File: src/ssic_pkg.sv
// Package of constants and types for the synchronous SRAM input control block.
package ssic_pkg;

  // ----------------------------------------------------------------
  // Geometry
  // ----------------------------------------------------------------
  localparam int ADDR_W_DEF = 20;
  localparam int LANES_DEF = 4;
  localparam int BURST_W = 2;
  localparam int LATENCY = 2;

  // ----------------------------------------------------------------
  // Reset values
  // ----------------------------------------------------------------
  localparam logic [1:0] RST_PIPE = 2'h0;
  localparam logic [1:0] RST_BURST = 2'h0;

  // ----------------------------------------------------------------
  // Access kinds
  // ----------------------------------------------------------------
  typedef enum logic [1:0] {
    SSIC_IDLE = 2'b00,
    SSIC_READ = 2'b01,
    SSIC_WRITE = 2'b10
  } ssic_op_e;

endpackage : ssic_pkg

File: src/ssic_burst_ctr.sv
// Two-bit burst counter with linear or interleaved order.
`timescale 1ns/10ps
module ssic_burst_ctr
  import ssic_pkg::*;
(
  input wire logic clock, // Clock.
  input wire logic rstn, // Async reset, low.
  input wire logic enable, // Effective edge.
  input wire logic load, // Load start bits.
  input wire logic step, // Advance burst.
  input wire logic interleaved, // Order select.
  input wire logic [BURST_W-1:0] startBits, // Start bits.
  output logic [BURST_W-1:0] burstBits // Bits after this edge.
);

  logic [BURST_W-1:0] base_ff;
  logic [BURST_W-1:0] cnt_ff;
  logic [BURST_W-1:0] nxt_base;
  logic [BURST_W-1:0] nxt_cnt;

  // ----------------------------------------------------------------
  // Next state
  // ----------------------------------------------------------------
  always_comb
  begin
    nxt_base = base_ff;
    nxt_cnt = cnt_ff;
    if (enable && load)
    begin
      nxt_base = startBits;
      nxt_cnt = RST_BURST;
    end
    else if (enable && step)
    begin
      nxt_cnt = cnt_ff + 2'h1;
    end
  end

  always_ff @(posedge clock or negedge rstn)
  begin
    if (!rstn)
    begin
      base_ff <= RST_BURST;
      cnt_ff <= RST_BURST;
    end
    else
    begin
      base_ff <= nxt_base;
      cnt_ff <= nxt_cnt;
    end
  end

  // Interleaved order xors the count into the start, linear order adds it.
  // The output shows the address that this edge moves to, so an advance gets the next word.
  assign burstBits = interleaved ? (nxt_base ^ nxt_cnt) : (nxt_base + nxt_cnt);

  a_burst_hold: assert property (@(posedge clock) disable iff (!rstn)
    !enable |=> $stable(cnt_ff) && $stable(base_ff))
    else $error("burst counter moved on a suspended edge");
  a_burst_step: assert property (@(posedge clock) disable iff (!rstn)
    enable && step && !load |=> cnt_ff == $past(cnt_ff) + 2'h1)
    else $error("burst counter did not step");

endmodule : ssic_burst_ctr

File: src/ssic_input_ctrl.sv
// Input control of a pipelined burst SRAM with no dead cycles.
// What this block does
// - Capture address on rising clock edge
// - Byte select gates only its lane
// - Write enable sampled only when enabled
// - Advance high steps burst counter
// - Advance low loads new address
// - Edges with clock gate high ignored
// - All inputs registered on one clock
// - Clock gate high holds state, clears read/write strobes
// - Select needs cs1 low, cs2 high, cs3 low
// - Data pins float on write, deselect
`timescale 1ns/10ps
module ssic_input_ctrl
  import ssic_pkg::*;
#(
  parameter int ADDR_W = ADDR_W_DEF, // Address width.
  parameter int LANES = LANES_DEF // Byte lanes.
)
(
  input wire logic clock, // Clock, 20 MHz.
  input wire logic rstn, // Async reset, low.
  input wire logic clock_gate_n, // Clock enable, low.
  input wire logic chip_select1_n, // Chip select 1, low.
  input wire logic chip_select2, // Chip select 2, high.
  input wire logic chip_select3_n, // Chip select 3, low.
  input wire logic advance_or_load, // High advance, low load.
  input wire logic write_en_n, // Write enable, low.
  input wire logic interleaved, // Burst order, static.
  input wire logic [ADDR_W-1:0] address, // Address incl. burst bits.
  input wire logic [LANES-1:0] byte_write_sel_n, // Byte selects, low.
  input wire logic [LANES*8-1:0] data_lane_in, // Data pins in.
  input wire logic [LANES-1:0] parity_lane_in, // Parity pins in.
  output logic [ADDR_W-1:0] arrayAddr, // Address of data slot.
  output logic [LANES-1:0] laneWrite, // Lane write strobes.
  output logic [LANES*8-1:0] arrayWdata, // Write data.
  output logic [LANES-1:0] arrayWpar, // Write parity.
  output logic arrayRead, // Read strobe.
  output logic dataDriveEn // Data pin drive allowed.
);

  initial
  begin
    if (ADDR_W < 3 || LANES < 1 || LANES > 8)
      $error("ssic_input_ctrl: unsupported width");
  end

  // ----------------------------------------------------------------
  // Input decode
  // ----------------------------------------------------------------
  logic enabled;
  logic selected;
  logic loadCycle;
  logic [BURST_W-1:0] burstBits;
  assign enabled = !clock_gate_n;
  assign selected = !chip_select1_n && chip_select2 && !chip_select3_n;
  assign loadCycle = !advance_or_load;

  // ----------------------------------------------------------------
  // Address and operation pipeline
  // ----------------------------------------------------------------
  ssic_op_e op_ff [LATENCY];
  ssic_op_e nxt_op [LATENCY];
  logic [ADDR_W-1:0] addr_ff [LATENCY];
  logic [ADDR_W-1:0] nxt_addr [LATENCY];
  logic [LANES-1:0] bsel_ff [LATENCY];
  logic [LANES-1:0] nxt_bsel [LATENCY];
  logic fresh_ff [LATENCY];
  logic nxt_fresh [LATENCY];
  logic [ADDR_W-BURST_W-1:0] upper_ff;
  logic [ADDR_W-BURST_W-1:0] nxt_upper;
  logic burstWrite_ff;
  logic nxt_burstWrite;
  logic active_ff;
  logic nxt_active;
  logic wasDesel_ff;
  logic nxt_wasDesel;

  ssic_burst_ctr u_burst (
    .clock(clock),
    .rstn(rstn),
    .enable(enabled),
    .load(loadCycle && selected),
    .step(advance_or_load && active_ff),
    .interleaved(interleaved),
    .startBits(address[BURST_W-1:0]),
    .burstBits(burstBits)
  );

  always_comb
  begin
    nxt_op = op_ff;
    nxt_addr = addr_ff;
    nxt_bsel = bsel_ff;
    nxt_fresh = fresh_ff;
    nxt_upper = upper_ff;
    nxt_burstWrite = burstWrite_ff;
    nxt_active = active_ff;
    nxt_wasDesel = wasDesel_ff;
    if (enabled)
    begin
      for (int i = 1; i < LATENCY; i++)
      begin
        nxt_op[i] = op_ff[i-1];
        nxt_addr[i] = addr_ff[i-1];
        nxt_bsel[i] = bsel_ff[i-1];
        nxt_fresh[i] = fresh_ff[i-1];
      end
      nxt_bsel[0] = byte_write_sel_n;
      // A load right after a deselected load is the first clock out of deselect.
      nxt_fresh[0] = loadCycle && wasDesel_ff;
      if (loadCycle)
      begin
        nxt_active = selected;
        nxt_wasDesel = !selected;
        if (selected)
        begin
          nxt_upper = address[ADDR_W-1:BURST_W];
          nxt_burstWrite = !write_en_n;
          nxt_op[0] = write_en_n ? SSIC_READ : SSIC_WRITE;
          nxt_addr[0] = address;
        end
        else
        begin
          nxt_op[0] = SSIC_IDLE;
          nxt_addr[0] = addr_ff[0];
        end
      end
      else if (active_ff)
      begin
        nxt_wasDesel = 1'b0;
        nxt_op[0] = burstWrite_ff ? SSIC_WRITE : SSIC_READ;
        nxt_addr[0] = {upper_ff, burstBits};
      end
      else
      begin
        nxt_op[0] = SSIC_IDLE;
      end
    end
  end

  always_ff @(posedge clock or negedge rstn)
  begin
    if (!rstn)
    begin
      for (int i = 0; i < LATENCY; i++)
      begin
        op_ff[i] <= SSIC_IDLE;
        addr_ff[i] <= '0;
        bsel_ff[i] <= '1;
        fresh_ff[i] <= 1'b0;
      end
      upper_ff <= '0;
      burstWrite_ff <= 1'b0;
      active_ff <= 1'b0;
      wasDesel_ff <= 1'b1;
    end
    else
    begin
      op_ff <= nxt_op;
      addr_ff <= nxt_addr;
      bsel_ff <= nxt_bsel;
      fresh_ff <= nxt_fresh;
      upper_ff <= nxt_upper;
      burstWrite_ff <= nxt_burstWrite;
      active_ff <= nxt_active;
      wasDesel_ff <= nxt_wasDesel;
    end
  end

  // ----------------------------------------------------------------
  // Data slot, two enabled edges after the address
  // ----------------------------------------------------------------
  logic [LANES*8-1:0] wdata_ff;
  logic [LANES*8-1:0] nxt_wdata;
  logic [LANES-1:0] wpar_ff;
  logic [LANES-1:0] nxt_wpar;
  logic [LANES-1:0] laneWr_ff;
  logic [LANES-1:0] nxt_laneWr;
  logic read_ff;
  logic nxt_read;
  logic drive_ff;
  logic nxt_drive;
  logic [ADDR_W-1:0] slotAddr_ff;
  logic [ADDR_W-1:0] nxt_slotAddr;
  ssic_op_e slotOp;
  assign slotOp = op_ff[LATENCY-1];

  always_comb
  begin
    nxt_wdata = wdata_ff;
    nxt_wpar = wpar_ff;
    nxt_slotAddr = slotAddr_ff;
    nxt_laneWr = '0;
    nxt_read = 1'b0;
    nxt_drive = drive_ff;
    if (enabled)
    begin
      nxt_wdata = data_lane_in;
      nxt_wpar = parity_lane_in;
      nxt_slotAddr = addr_ff[LATENCY-1];
      for (int l = 0; l < LANES; l++)
        nxt_laneWr[l] = (slotOp == SSIC_WRITE) && !bsel_ff[LATENCY-1][l];
      nxt_read = (slotOp == SSIC_READ);
      // Pins float during write data, deselect and the edge after it.
      nxt_drive = (slotOp == SSIC_READ) && !fresh_ff[LATENCY-1];
    end
  end

  always_ff @(posedge clock or negedge rstn)
  begin
    if (!rstn)
    begin
      wdata_ff <= '0;
      wpar_ff <= '0;
      slotAddr_ff <= '0;
      laneWr_ff <= '0;
      read_ff <= 1'b0;
      drive_ff <= 1'b0;
    end
    else
    begin
      wdata_ff <= nxt_wdata;
      wpar_ff <= nxt_wpar;
      slotAddr_ff <= nxt_slotAddr;
      laneWr_ff <= nxt_laneWr;
      read_ff <= nxt_read;
      drive_ff <= nxt_drive;
    end
  end

  assign arrayAddr = slotAddr_ff;
  assign arrayWdata = wdata_ff;
  assign arrayWpar = wpar_ff;
  assign laneWrite = laneWr_ff;
  assign arrayRead = read_ff;
  assign dataDriveEn = drive_ff;

  // ----------------------------------------------------------------
  // Checks
  // ----------------------------------------------------------------
  a_suspend_hold: assert property (@(posedge clock) disable iff (!rstn)
    clock_gate_n |=> $stable(addr_ff[0]) && $stable(active_ff))
    else $error("state changed while clock gated");
  a_no_strobe_gated: assert property (@(posedge clock) disable iff (!rstn)
    clock_gate_n |=> laneWrite == '0 && !arrayRead)
    else $error("strobe on ignored edge");
  a_write_latency: assert property (@(posedge clock) disable iff (!rstn)
    enabled && selected && loadCycle && !write_en_n && byte_write_sel_n[0] ##1 enabled
    ##1 enabled |=> !laneWrite[0])
    else $error("deselected lane written");
  a_read_latency: assert property (@(posedge clock) disable iff (!rstn)
    enabled && selected && loadCycle && write_en_n ##1 enabled ##1 enabled |=> arrayRead)
    else $error("read not two enabled cycles later");
  a_addr_capture: assert property (@(posedge clock) disable iff (!rstn)
    enabled && selected && loadCycle |=> addr_ff[0] == $past(address))
    else $error("address not captured");
  a_desel_idle: assert property (@(posedge clock) disable iff (!rstn)
    enabled && loadCycle && !selected |=> op_ff[0] == SSIC_IDLE)
    else $error("deselected cycle not idle");
  a_float_write: assert property (@(posedge clock) disable iff (!rstn)
    |laneWrite |-> !dataDriveEn)
    else $error("pins driven during write data");
  a_we_gated: assert property (@(posedge clock) disable iff (!rstn)
    clock_gate_n |=> $stable(burstWrite_ff))
    else $error("write enable sampled while gated");

  c_read: cover property (@(posedge clock) arrayRead);
  c_write: cover property (@(posedge clock) |laneWrite);
  c_burst: cover property (@(posedge clock) enabled && advance_or_load && active_ff);
  c_suspend: cover property (@(posedge clock) clock_gate_n && active_ff);

endmodule : ssic_input_ctrl

File: config.mk
export PLATFORM = sky130hd
export DESIGN_NAME = ssic_input_ctrl
export DESIGN_NICKNAME = d
export VERILOG_FILES = /design/src/ssic_pkg.sv /design/src/ssic_burst_ctr.sv /design/src/ssic_input_ctrl.sv
export SDC_FILE = /design/constraint.sdc
export NUM_CORES = 1
export LEC_CHECK = 0
export ABC_AREA = 1
export BUFFER_PORTS_ARGS = -buffer_cell sky130_fd_sc_hd__buf_2
export CAP_MARGIN = 25
export CORE_MARGIN = 2
export CORE_UTILIZATION = 54
export DETAILED_ROUTE_END_ITERATION = 12
export HOLD_SLACK_MARGIN = 0.08
export PLACE_DENSITY = 0.8
export SLEW_MARGIN = 20
export SYNTH_ARGS = -nofsm -noshare
export SYNTH_HDL_FRONTEND = slang
export SYNTH_HIERARCHICAL = 1
export SYNTH_SLANG_ARGS = --single-unit
File: constraint.sdc
create_clock -name clock -period 2.65 [get_ports clock]
set_clock_uncertainty 0.2 [all_clocks]
set_input_delay 0.1325 -clock clock [delete_from_list [all_inputs] [get_ports clock]]
set_output_delay 0.1325 -clock clock [all_outputs]
set_load 0.02 [all_outputs]
# [Word-level counts from Yosys, hierarchy flattened]
# Index checks and enable logic that the tools add are counted.
[word_totals] out_inout_bits=62 elab_cells=72 reg_bits=141
[classes] bitwise_logic=3 muxes=16 add_sub_neg=2 eq_ne=3 reduce_logical=28
[ops] op="$mux 20" count=3
[ops] op="$mux 2" count=9
[ops] op="$logic_and 1x1->1" count=12
[ops] op="$logic_not 1->1" count=11
[ops] op="$reduce_and 3->1" count=2
[ops] op="$mux 4" count=1
[ops] op="$reduce_and 2->1" count=2
[ops] op="$mux 1" count=3
[ops] op="$add 2x1->2 const B" count=1
[ops] op="$add 2x2->2" count=1
[ops] op="$eq 2x1->1 const B" count=1
[ops] op="$eq 2x2->1 const B" count=1
[ops] op="$ne 2x1->1 const B" count=1
[ops] op="$not 1->1" count=2
[ops] op="$reduce_bool 2->1" count=1
[ops] op="$xor 2x2->2" count=1

# [Logic depth before layout (Yosys ltp)]
[depth] word_depth=10 depth_mapped=17 ltp_nobuf=17

# [Hierarchy]
# The synthesis kept the hierarchy.
[modules_own_cells] mod="ssic_input_ctrl" n_inst=1 seq_area_each_um2=3439.5 cells_per_inst=629 area_per_inst_um2=5547.8
[modules_own_cells] mod="ssic_burst_ctr" n_inst=1 seq_area_each_um2=100.1 cells_per_inst=39 area_per_inst_um2=279.0

# [Worst setup path before layout]
# Ideal clock, no wire load.
[synth_path] path_type="input port to flip-flop" from="input port clock_gate_n" to="register addr_ff[21] in the netlist's numbering" path_buffers=1 t_arrival_ns=1.812 setup_slack_ns=0.521 cell_stages=15 path_cell_list="inv_2 clkbuf_1 nand2_2 mux2_2 ha_1 inv_1 nor2_1 nand3_1 nand2_1 nor2_1 nor2_1 nand2_1 nand2_1 nand3_1 nand2_1"
[synth_between] elab_cells_between_ends=13
[synth_rtl] item="start, declared" line="ssic_input_ctrl.sv:23" text="input wire logic clock_gate_n,"
[synth_rtl] item="$logic_not 1->1" line="ssic_input_ctrl.sv:55" text="assign enabled = !clock_gate_n;"
[synth_rtl] item="named net enabled" line="ssic_input_ctrl.sv:51" text="logic enabled;"
[synth_rtl] item="$logic_and 1x1->1" line="ssic_burst_ctr.sv:28" text="if (enable && load)"
[synth_rtl] item="$mux 2" line="ssic_burst_ctr.sv:28"
[synth_rtl] item="named net u_burst.nxt_base[0]" line="ssic_burst_ctr.sv:18" text="logic [BURST_W-1:0] nxt_base;"
[synth_rtl] item="$add 2x2->2" line="ssic_burst_ctr.sv:55" text="assign burstBits = interleaved ? (nxt_base ^ nxt_cnt) : (nxt_base + nxt_cnt);"
[synth_rtl] item="$mux 2" line="ssic_burst_ctr.sv:55"
[synth_rtl] item="named net burstBits[1]" line="ssic_input_ctrl.sv:54" text="logic [BURST_W-1:0] burstBits;"
[synth_rtl] item="$mux 20" line="ssic_input_ctrl.sv:129" text="else if (active_ff)"
[synth_rtl] item="$mux 20" line="ssic_input_ctrl.sv:112" text="if (loadCycle)"
[synth_rtl] item="end signal, assigned" line="ssic_input_ctrl.sv:161" text="addr_ff <= nxt_addr;"
[synth_rtl] item="end, declared" line="ssic_input_ctrl.sv:64" text="logic [ADDR_W-1:0] addr_ff [LATENCY];"
# The timed path passes the listed nets, and every way through them passes these cells. The select of a mux whose other input is x is not followed.
# A chain may end at the register's enable or synchronous reset.

==> impl_metrics.py <==
metrics = {
    "sta": {
        "rsz0062_at_grt": "no",
        "max_freq_ghz": 0.397,
        "final_hold_viol_count": 0,
        "tns_ns": 0,
        "fin_crit_sh_pct": 95.0,
        "tightest_slew_ns": 0.930,
        "drv_slew": 0,
        "min_period_ns": 2.52,
        "relSlewSlack_pct": 38.0,
        "setup_viol": 0,
        "post-route-worst-setup-slack_ns": 0.133,
    },
    "routing": {
        "dr_total_vias": 5086,
        "ant_nets": 0,
        "wl_per_cell_um": 13.3,
        "first_pass_iters": 5,
        "drc": 0,
        "finalWirelength_um": 13700,
        "viasPerCell": 4.94,
        "drt-initial-drc-count": 333,
    },
    "worst_setup_path": {
        "crit_buf_inv": 6,
        "rrSetupSlack_ns": 0.40,
        "cp_max_fo": 94,
        "slowest_stage": "buf_4",
        "critical_path_class": "in2reg",
        "cp.required_ns": 2.84,
        "crit_family": "buffers and inverters",
        "cp_cell_sequence": "dlygate4sd3_1 > buf_2 > buf_4 > nor2_4 > nand3_2 > buf_12 > inv_1 > nand2_1 > nand2_1 > dlygate4sd3_1",
        "critPathCaptureType": "flop",
        "start_kind": "input pin",
        "slowest_delay_ns": 0.69,
        "arrival_ns": 2.71,
    },
    "floorplanning": {
        "io-pin-count": 131,
        "die_area_sq_um": 11600,
        "rows": 37,
        "core_area_sq_um": 10400,
        "fp.dieH_um": 108,
        "start_util_pct": 55.9,
        "die_w_um": 108,
    },
    "clocking": {
        "clock-root-buffer": "clkbuf_8",
        "cts_sinks": 141,
        "clk_pin_slew_ns": 0.06,
        "clk-insertion-delay-late_ns": 0.52,
        "cts_resized": 0,
        "cts_buffer_depth": 2,
        "cts_tree": "built",
        "cts_buffers": 17,
        "htree_levels": 4,
    },
    "placement": {
        "port_buffers": 130,
        "dp_hpwl_um": 7510,
        "place_inst": 904,
        "pre_cts_ws_ns": 0.376,
        "placed_area_sq_um": 6520,
        "place_congestion": 0.799,
    },
    "cells_and_area": {
        "fillers": 681,
        "design_area_sq_um": 8010,
        "area_delta_synth_final_pct": 37.5,
        "final_nets": 951,
        "num_antenna_cells": 0,
        "ff_latch_area_sq_um": 3540,
        "stdcell_count": 1030,
        "drive_above_1_share_pct": 21.5,
        "multi_input_area_sq_um": 1920,
    },
    "hold_path": {
        "hp-class": "in2reg",
    },
    "global_routing": {
        "antenna_found_initial": 0,
        "grtUsageTotal_pct": 25.4,
        "grt.overflow.total": 0,
        "grt_pass1_vias": 4934,
        "grt_max_degree": 106,
        "grt_pass1_wl_um": 23100,
    },
    "power": {
        "leakage_nw": 4.39,
        "internal_power_w": 0.00440,
        "ir_drop_mv": 0.481,
        "switching_share_pct": 28.3,
        "seqPwrFrac_pct": 45.6,
        "power-per-cell-area_nw_per_um2": 767,
        "p_sw_w": 0.00174,
        "p_clk_share_pct": 34.8,
        "comb_power_share_pct": 19.6,
    },
    "synthesis": {
        "synth-seq-area-share_pct": 60.7,
        "synth_top_area_cell": "dfrtp_1",
        "async_flop_share_pct": 100,
        "ys.flop_type": "dfrtp_1",
        "synthesis.area_sq_um": 5830,
        "synth.avg_cell_area_sq_um": 8.72,
        "yosys_warnings": 6,
        "synthCells": 668,
        "syn_nets": 738,
        "yosys-top-cells-area": "dfrtp_1, nand2_1, o21ai_0, dfstp_2, nand3_1",
        "synth-seq-cells": 141,
        "synth_edf_count": 0,
        "yosys-top-cells-count": "nand2_1, dfrtp_1, o21ai_0",
        "synth_cell_types": 23,
        "synth_top_area_share_pct": 56.7,
        "synth.most_common_cell": "nand2_1",
    },
    "run_status": {
        "outcome": "complete, no violations",
    },
    "run": {
        "maxCapViolCount": 0,
    },
}
## path summary, 6_finish.rpt
path                                         start                         to  cells after the start
setup reg to reg             active_ff$_DFFE_PN0P_    addr_ff[21]$_DFFE_PN0P_                     16
setup / recovery                      clock_gate_n       op_ff[2]$_DFFE_PN0N_                     10
min in group asynchronous                     rstn    wasDesel_ff$_DFFE_PN1P_                      3
hold / removal                     data_lane_in[1]  arrayWdata[1]$_DFFE_PN0N_                      4
hold reg to reg            fresh_ff[0]$_DFFE_PN0N_    dataDriveEn$_DFFE_PN0N_                      1
max in group asynchronous                     rstn     bsel_ff[7]$_DFFE_PN1N_                      4
## cell families after synthesis
group                      Yosys count  synth area share [%]
buffers and inverters               79                  6.31
muxes                                2                 0.365
AOI/OAI and AO/OA                   56                  4.85
and+or+nand+nor                    389                  27.5
adders and majority gates            1                 0.215
DFF                                141                  60.7
## placed cells by master (no fill, tap or decap), types with 3 or more instances in the layout
master	netlist	layout
nand2_1	317	317
dfrtp_1	132	132
buf_2	18	129
dlygate4sd3_1	0	93
o21ai_0	50	50
nand3_1	42	42
inv_1	41	41
clkbuf_16	0	16
nor2_1	13	13
nand3_2	9	9
dfstp_2	9	9
clkbuf_1	11	5
buf_4	3	5
clkbuf_8	0	4
clkinv_2	0	4
nand2_2	4	4
o21ai_1	3	3
buf_12	0	3
## timing repair
action                                  CTS  global route
setup buffers                             0             0
endpoints found under the setup margin    0             0
hold buffers                             94             0
endpoints found under the hold margin   220             0
## tightest hold or removal path: cells and delay by family
| kind | cells | cell delay (ns) |
|---|---|---|
| simple gates | 2 | 0.09 |
| buf+inv | 2 | 0.61 |
## metrics by stage
stage | total power [W] | utilization (%) | hold WS (ns)
after floorplan | 0.00345 | - | -0.363
after global placement | 0.00377 | 62.6 | -0.154
after detailed placement | 0.00383 | 62.6 | -0.148
after CTS | 0.00616 | 76.9 | 0.129
after global routing | 0.00649 | 76.9 | 0.143
final | 0.00615 | 76.9 | 0.149
## flip-flops by register name, indices dropped and copies added, names as in the netlist, 2 cells and up
name and cells:
arrayAddr 20, u_burst/cnt_ff 2, arrayWdata 32, arrayWpar 4
slotOp 2, addr_ff 40, fresh_ff 2, u_burst/base_ff 2
bsel_ff 8, op_ff 2, upper_ff 18, laneWrite 4
## power groups by stage
stage                     Combinational (W)  Clock, W  Sequential (W)
final                               0.00120   0.00214         0.00281
after global routing                0.00135   0.00228         0.00285
after CTS                           0.00119   0.00218         0.00280
after detailed placement           0.000998         0         0.00283
after global placement             0.000958         0         0.00281
after floorplan                    0.000517         0         0.00294
## layer usage
layer / wire length, um / track usage (%)
met1: 6000 / 32.7
met5: 0 / 0
met4: 221 / 9.16
met2: 6870 / 42.2
met3: 647 / 5.93
## cell type report
cell class              instances  share of cell area [%]
well taps                     136                    2.12
multi-input cells             448                    24.0
flip-flops and latches        141                    44.2
inverters                      42                    1.97
repair buffers                231                    21.0
clock buffers                  25                    5.92
clock inverters                 7                   0.812
Note: power is estimated with default switching activity, not from simulation.
